## src/common/patl_regs.vh

```
/*
  Constants for the page attribute type lookup: type field layout, memory
  type encodings, reset values, feature bit position and bus offsets.
  Assumes it is included by bare name from design files.
*/
`ifndef PATL_REGS_VH
`define PATL_REGS_VH

// ----------------------------------------------------------------------
// Memory type encodings
// ----------------------------------------------------------------------
`define PATL_TYPE_UC 3'h0
`define PATL_TYPE_WC 3'h1
`define PATL_TYPE_WT 3'h4
`define PATL_TYPE_WP 3'h5
`define PATL_TYPE_WB 3'h6
`define PATL_TYPE_UCW 3'h7

// ----------------------------------------------------------------------
// Attribute register layout
// ----------------------------------------------------------------------
`define PATL_FIELD_W 8
`define PATL_TYPE_W 3
`define PATL_FIELD_SIX 3'h6
`define PATL_FIELD_SEVEN 3'h7
`define PATL_ATTR_RESET 64'h0007040600070406
`define PATL_FIELD_MASK 8'h07
`define PATL_FIELD_COUNT 8
`define PATL_HALF_FIELDS 4
`define PATL_INDEX_W 3
`define PATL_ATTR_W 64
`define PATL_WORD_W 32

// ----------------------------------------------------------------------
// Feature result register
// ----------------------------------------------------------------------
`define PATL_FEATURE_BIT 16
`define PATL_FEATURE_VALUE 32'h00010000

// ----------------------------------------------------------------------
// Register offsets
// ----------------------------------------------------------------------
`define PATL_OFF_ATTR_LO 8'h00
`define PATL_OFF_ATTR_HI 8'h04
`define PATL_OFF_FEATURE 8'h08
`define PATL_OFF_STATUS 8'h0c

// ----------------------------------------------------------------------
// Entry levels
// ----------------------------------------------------------------------
`define PATL_LVL_FINAL 2'h0
`define PATL_LVL_LARGE 2'h1
`define PATL_LVL_UPPER 2'h2

`endif

```

## src/rtl/patl_index.v

```verilog
/*
  Forms the three-bit type field index from a translation entry's bits.
  Assumes the level code says which kind of entry mapped the access.
*/
`timescale 1ns/1ps
`include "patl_regs.vh"

module patl_index (
  input wire [1:0] level,
  input wire page_attribute_index,
  input wire page_cache_disable_bit,
  input wire page_write_through_bit,
  output wire [2:0] field_index
);

  // ----------------------------------------------------------------------
  // Index formation
  // ----------------------------------------------------------------------
  // Upper-level entries carry no attribute-index bit, so only the lowest
  // four fields can be reached from them.
  wire use_attr;
  assign use_attr = (level == `PATL_LVL_FINAL) ||
                    (level == `PATL_LVL_LARGE);
  assign field_index = {use_attr & page_attribute_index,
                        page_cache_disable_bit,
                        page_write_through_bit};

endmodule

```

## src/rtl/patl_lookup.v

```verilog
/*
  Page attribute type lookup: holds the eight-field attribute register,
  reports support in the feature result word and types each translated
  access. Assumes a translation unit presents one request per cycle and a
  simple register port with read data one cycle after the read strobe.
*/
// Added by the designer: the register offsets and the plain strobed port.
`timescale 1ns/1ps
`include "patl_regs.vh"

module patl_lookup (
  input wire clock,
  input wire rst,
  input wire [7:0] reg_addr,
  input wire [31:0] reg_wdata,
  input wire reg_write,
  input wire reg_read,
  output reg [31:0] reg_rdata,
  input wire req_valid,
  input wire [1:0] req_level,
  input wire [51:0] req_phys_addr,
  input wire page_attribute_index,
  input wire page_cache_disable_bit,
  input wire page_write_through_bit,
  input wire range_write_combining,
  output reg acc_valid,
  output reg [51:0] acc_phys_addr,
  output reg [2:0] acc_type,
  output reg acc_table_fetch,
  output reg [31:0] feature_result_register
);

  // ----------------------------------------------------------------------
  // Attribute register storage
  // ----------------------------------------------------------------------
  // Each field is a byte lane so the register reads back in place, but
  // only the type bits are ever stored.
  reg [`PATL_FIELD_W-1:0] type_field [0:`PATL_FIELD_COUNT-1];
  reg [`PATL_INDEX_W-1:0] last_index;
  reg [`PATL_TYPE_W-1:0] chosen_type;
  reg [`PATL_TYPE_W-1:0] next_type;
  wire [`PATL_INDEX_W-1:0] field_index;
  wire write_low;
  wire write_high;
  wire from_upper;
  integer i;

  // The mechanism is built in, so support is reported unconditionally.
  localparam attr_supported = 1'b1;

  // ----------------------------------------------------------------------
  // Helper functions
  // ----------------------------------------------------------------------
  // True when the bus address selects the given register offset.
  function offset_hit;
    input [7:0] addr;
    input [7:0] offset;
    begin
      offset_hit = (addr == offset);
    end
  endfunction

  // Clears the bits of a byte lane that carry no type.
  function [`PATL_FIELD_W-1:0] keep_type;
    input [`PATL_FIELD_W-1:0] lane;
    begin
      keep_type = lane & `PATL_FIELD_MASK;
    end
  endfunction

  // Picks the reset value of one field out of the packed reset word.
  function [`PATL_FIELD_W-1:0] reset_field;
    input integer n;
    reg [`PATL_ATTR_W-1:0] shifted;
    begin
      shifted = `PATL_ATTR_RESET >> (n * `PATL_FIELD_W);
      reset_field = shifted[`PATL_FIELD_W-1:0];
    end
  endfunction

  // Builds the feature result word with only the support bit set.
  function [`PATL_WORD_W-1:0] feature_word;
    input supported;
    begin
      feature_word = {`PATL_WORD_W{1'b0}};
      feature_word[`PATL_FEATURE_BIT] = supported;
    end
  endfunction

  // Joins the eight fields into one word, field n in byte lane n.
  function [`PATL_ATTR_W-1:0] pack_fields;
    input dummy;
    integer k;
    begin
      pack_fields = {`PATL_ATTR_W{1'b0}};
      for (k = 0; k < `PATL_FIELD_COUNT; k = k + 1)
        pack_fields[k*`PATL_FIELD_W +: `PATL_FIELD_W] = type_field[k];
    end
  endfunction

  // Forms the read data word for one register offset.
  function [`PATL_WORD_W-1:0] read_word;
    input [7:0] addr;
    input [`PATL_INDEX_W-1:0] status;
    reg [`PATL_ATTR_W-1:0] joined;
    begin
      joined = pack_fields(1'b0);
      case (addr)
        `PATL_OFF_ATTR_LO:
          read_word = joined[`PATL_WORD_W-1:0];
        `PATL_OFF_ATTR_HI:
          read_word = joined[`PATL_ATTR_W-1:`PATL_WORD_W];
        `PATL_OFF_FEATURE:
          read_word = feature_word(attr_supported);
        `PATL_OFF_STATUS:
          read_word = {{(`PATL_WORD_W-`PATL_INDEX_W){1'b0}}, status};
        default:
          read_word = {`PATL_WORD_W{1'b0}};
      endcase
    end
  endfunction

  patl_index u_index (
    .level(req_level),
    .page_attribute_index(page_attribute_index),
    .page_cache_disable_bit(page_cache_disable_bit),
    .page_write_through_bit(page_write_through_bit),
    .field_index(field_index)
  );

  // ----------------------------------------------------------------------
  // Decoding
  // ----------------------------------------------------------------------
  assign write_low = reg_write && offset_hit(reg_addr, `PATL_OFF_ATTR_LO);
  assign write_high = reg_write && offset_hit(reg_addr, `PATL_OFF_ATTR_HI);
  assign from_upper = (req_level == `PATL_LVL_UPPER);

  // ----------------------------------------------------------------------
  // Type selection
  // ----------------------------------------------------------------------
  // The weak uncacheable type yields to write-combining from a range.
  always @*
  begin
    chosen_type = type_field[field_index][`PATL_TYPE_W-1:0];
    next_type = chosen_type;
    if ((chosen_type == `PATL_TYPE_UCW) && range_write_combining)
      next_type = `PATL_TYPE_WC;
  end

  // ----------------------------------------------------------------------
  // Field storage
  // ----------------------------------------------------------------------
  // A write lands at its strobe edge, so a read in the next cycle already
  // sees the new fields.
  always @(posedge clock)
  begin
    if (rst)
    begin
      for (i = 0; i < `PATL_FIELD_COUNT; i = i + 1)
        type_field[i] <= reset_field(i);
    end
    else
    begin
      if (write_low)
        for (i = 0; i < `PATL_HALF_FIELDS; i = i + 1)
          type_field[i] <=
            keep_type(reg_wdata[i*`PATL_FIELD_W +: `PATL_FIELD_W]);
      if (write_high)
        for (i = 0; i < `PATL_HALF_FIELDS; i = i + 1)
          type_field[i+`PATL_HALF_FIELDS] <=
            keep_type(reg_wdata[i*`PATL_FIELD_W +: `PATL_FIELD_W]);
    end
  end

  // ----------------------------------------------------------------------
  // Register read port
  // ----------------------------------------------------------------------
  // Read data stand only in the cycle after the strobe and are zero
  // otherwise, so a bus that ORs several slaves stays clean.
  always @(posedge clock)
  begin
    if (rst)
      reg_rdata <= {`PATL_WORD_W{1'b0}};
    else if (reg_read)
      reg_rdata <= read_word(reg_addr, last_index);
    else
      reg_rdata <= {`PATL_WORD_W{1'b0}};
  end

  // ----------------------------------------------------------------------
  // Access typing
  // ----------------------------------------------------------------------
  always @(posedge clock)
  begin
    if (rst)
      acc_valid <= 1'b0;
    else
      acc_valid <= req_valid;
  end

  // Address and type hold until the next request replaces them.
  always @(posedge clock)
  begin
    if (rst)
    begin
      acc_phys_addr <= 52'h0;
      acc_type <= `PATL_TYPE_UC;
    end
    else if (req_valid)
    begin
      acc_phys_addr <= req_phys_addr;
      acc_type <= next_type;
    end
  end

  // An upper-level type types the next lower table fetch.
  always @(posedge clock)
  begin
    if (rst)
      acc_table_fetch <= 1'b0;
    else if (req_valid)
      acc_table_fetch <= from_upper;
  end

  always @(posedge clock)
  begin
    if (rst)
      last_index <= {`PATL_INDEX_W{1'b0}};
    else if (req_valid)
      last_index <= field_index;
  end

  always @(posedge clock)
  begin
    if (rst)
      feature_result_register <= {`PATL_WORD_W{1'b0}};
    else
      feature_result_register <= feature_word(attr_supported);
  end

endmodule

```

## config.mk

```make
export PLATFORM = sky130hd
export DESIGN_NAME = patl_lookup
export DESIGN_NICKNAME = d
export VERILOG_FILES = /design/src/rtl/patl_index.v /design/src/rtl/patl_lookup.v
export VERILOG_INCLUDE_DIRS = /design/src /design/src/common
export SDC_FILE = /design/constraint.sdc
export NUM_CORES = 1
export LEC_CHECK = 0
export ABC_AREA = 1
export ABC_CLOCK_PERIOD_IN_PS = 1750
export BUFFER_PORTS_ARGS = -buffer_cell sky130_fd_sc_hd__buf_2
export CORE_ASPECT_RATIO = 1.2
export CORE_MARGIN = 5
export CORE_UTILIZATION = 35
export CTS_CLUSTER_DIAMETER = 200
export DETAILED_ROUTE_END_ITERATION = 8
export PLACE_DENSITY = 0.65
export SKIP_CTS_REPAIR_TIMING = 1
export SYNTH_ARGS = -nofsm -noshare
export SYNTH_HDL_FRONTEND = slang
export SYNTH_SLANG_ARGS = --single-unit
```

## constraint.sdc

```tcl
create_clock -name clock -period 1.75 [get_ports clock]
set_clock_uncertainty 0.05 [all_clocks]
set_input_delay 0.0875 -clock clock [delete_from_list [all_inputs] [get_ports clock]]
set_output_delay 0.0875 -clock clock [all_outputs]
set_load 0.01 [all_outputs]
```

==> results.sh <==
export IMPL_diodes=0
export IMPL_row_count=43
export IMPL_hold_class="in -> reg"
export IMPL_layout_setup_ws_ps=455
export IMPL_power_per_cell_area_mw_per_mm2=898
export IMPL_multi_input_area_mm2=0.00152
export IMPL_final_layout_size_suffix_gt1_share_pct=25.5
export IMPL_hpwl_um=8800
export IMPL_wl_per_cell_um=13.5
export IMPL_wirelength_um=12200
export IMPL_critPathKind="in -> reg"
export IMPL_first_pass_iters=4
export IMPL_synth_seq_cells=97
export IMPL_nets=846
export IMPL_grt_max_degree=55
export IMPL_numCtsBuffers=9
export IMPL_layout_min_cycle_time_ps=1300
export IMPL_ff2ff_path_depth=9
export IMPL_final_fill_count=1086
export IMPL_yosysUniqueCellTypes=23
export IMPL_setup_viol=0
export IMPL_die_y_um=130
export IMPL_dr_first_iter_drc_count=191
export IMPL_cp_end_kind="flop"
export IMPL_grt_pass1_vias=3699
export IMPL_grt_first_pass_wirelength_um=17500
export IMPL_yosysTopAreaCell="dfxtp_1"
export IMPL_avgSynthCellArea_um2=7.89
export IMPL_io_pins=224
export IMPL_antenna_found_initial=0
export IMPL_vias_per_cell=4.41
export IMPL_cts_htree_levels=3
export IMPL_start_kind="input port"
export IMPL_gp_congestion=0.882
export IMPL_numPlacedInstances=831
export IMPL_clock_sinks=97
export IMPL_clk_path_buf_depth=2
export IMPL_stdcell_count=905
export IMPL_required_ps=1750
export IMPL_die_x_um=110
export IMPL_clkTransAtPathRegs_ps=70
export IMPL_slew_headroom_pct=62.6
export IMPL_overflow=0
export IMPL_area_delta_synth_final_pct=40.3
export IMPL_cts_root_buf="clkbuf_16"
export IMPL_dp_slack_ps=115
export IMPL_vias=3994
export IMPL_ant_nets=0
export IMPL_worst_path_max_fanout=6
export IMPL_finalInstanceArea_mm2=0.00590
export IMPL_ys_seq_area_share_pct=51.9
export IMPL_max_clock_freq_mhz=772
export IMPL_max_cap_viol_count=0
export IMPL_die_area_mm2=0.0143
export IMPL_min_delay_path_depth=3
export IMPL_fin_tns_setup_ps=0
export IMPL_synth_top_cell_area_share_pct=34.8
export IMPL_worstSkewPairLatency_ps=340
export IMPL_finalHoldViolCount=0
export IMPL_dpl_cell_area_mm2=0.00499
export IMPL_rsz0062_at_grt="false"
export IMPL_whs_ps=1.59
export IMPL_cp_arrival_ps=1300
export IMPL_status="finished clean"
export IMPL_grt_use_total_pct=15.8
export IMPL_worst_pin_slew_ps=555
export IMPL_power_mw=5.30
export IMPL_netlist_area_mm2=0.00420
export IMPL_drcViolationCount=0
export IMPL_io_buffer_count=152
export IMPL_utilization_pct=50.5
export IMPL_p_leak_nw=2.97
export IMPL_start_util_pct=36.0
export IMPL_coreArea_mm2=0.0117
export IMPL_regArea_mm2=0.00218
export IMPL_syn_inst=533
export IMPL_fin_crit_sh_pct=74.0
export IMPL_vdd_drop_max_v=0.000559
export IMPL_synth_area_top_cells="dfxtp_1 (35%), edfxtp_1 (17%), nor2_1 (11%)"
export IMPL_cts_tree="yes"
export IMPL_final_max_slew_viol_count=0
export IMPL_yosysWarnings=0
per-layer routing:
layer	routed length, µm	GRT usage, %
met5	0	0
met4	144	4.99
met3	1130	6.09
met2	6480	27.9
met1	4490	17.4
cells by family (layout without fill, tap and decap cells):
family,Yosys count,after routing,synth area share (%)
AOI/OAI and AO/OA,75,75,9.17
DFF,97,97,51.9
and+or+nand+nor,230,230,22.4
buffers and inverters,130,295,16.4
other,1,51,0.0892
path summary, 6_finish.rpt:
kind | slack (ps) | to | startpoint
worst min register to register | 420 | acc_type[2]$_SDFFE_PP0P_ | acc_type[2]$_SDFFE_PP0P_
worst max-delay path | 450 | type_field[5][2]$_SDFFCE_PN1P_ | reg_addr[1]
worst min-delay path | 2 | type_field[7][2]$_SDFFCE_PP0P_ | reg_wdata[26]
worst max register to register | 530 | acc_type[1]$_SDFFE_PP0P_ | type_field[6][2]$_SDFFCE_PP1P_
area by class of cell:
type,instances,area share (%)
clock buffers,11,4.48
inverters,55,3.50
clock inverters,5,1.02
repair buffers,224,24.9
flip-flops and latches,97,37.0
well taps,157,3.33
multi-input cells,356,25.7
worst max-delay path, cell delays in order:
cell     delay (ps)
buf_2           110
nor2_2          200
inv_2            90
nor3_2          150
nand2_1         190
o21ai_1         260
buf_4           210
state kept, by name, indices dropped and copies added, names as in the netlist:
name	cells
acc_phys_addr	52
reg_rdata	12
acc_type	3
feature_result_register	1
acc_valid	1
acc_table_fetch	1
last_index	3
type_field	24
cells in the mapped netlist:
| cell type | instances |
|---|---|
| nor2_4 | 1 |
| nor2_1 | 123 |
| nor3_1 | 3 |
| nor3_2 | 2 |
| dfxtp_1 | 73 |
| o21ai_0 | 57 |
| nand2_1 | 75 |
| nand2_2 | 1 |
| nand4_1 | 1 |
| nand3_1 | 21 |
| conb_1 | 1 |
| nor4_4 | 1 |
| o211ai_1 | 2 |
| a21oi_1 | 15 |
| buf_2 | 6 |
| clkbuf_1 | 17 |
| buf_4 | 52 |
| inv_1 | 52 |
| a32o_1 | 1 |
| nor2_2 | 1 |
| nor4_1 | 1 |
| edfxtp_1 | 24 |
| inv_2 | 3 |
layout by cell type, fill, tap and decap left out:
cell type        n
clkinv_4         1
o21ai_0         56
nor2_2           1
dlygate4sd3_1   58
inv_4            1
nor3_1           3
conb_1          51
nor3_2           2
buf_4           12
nand2_2          1
clkbuf_16       10
nor4_1           1
edfxtp_1        24
buf_2          152
nor4_4           1
clkbuf_8         1
o211ai_1         2
nor2_1         123
a32o_1           1
clkinvlp_4       2
o21ai_1          1
nor2_4           1
nand4_1          1
dfxtp_1         73
inv_1           52
nand3_1         21
inv_2            3
a21oi_1         15
bufinv_16        1
nand2_1         75
buf_12           2
power breakdown:
part,internal [mW],leakage [nW],switching (mW)
registers,2.42,0.839,0.0616
logic,0.314,1.98,0.403
clock network,1.24,0.153,0.858
total,3.98,2.97,1.32
(Power assumes the default switching activity.)
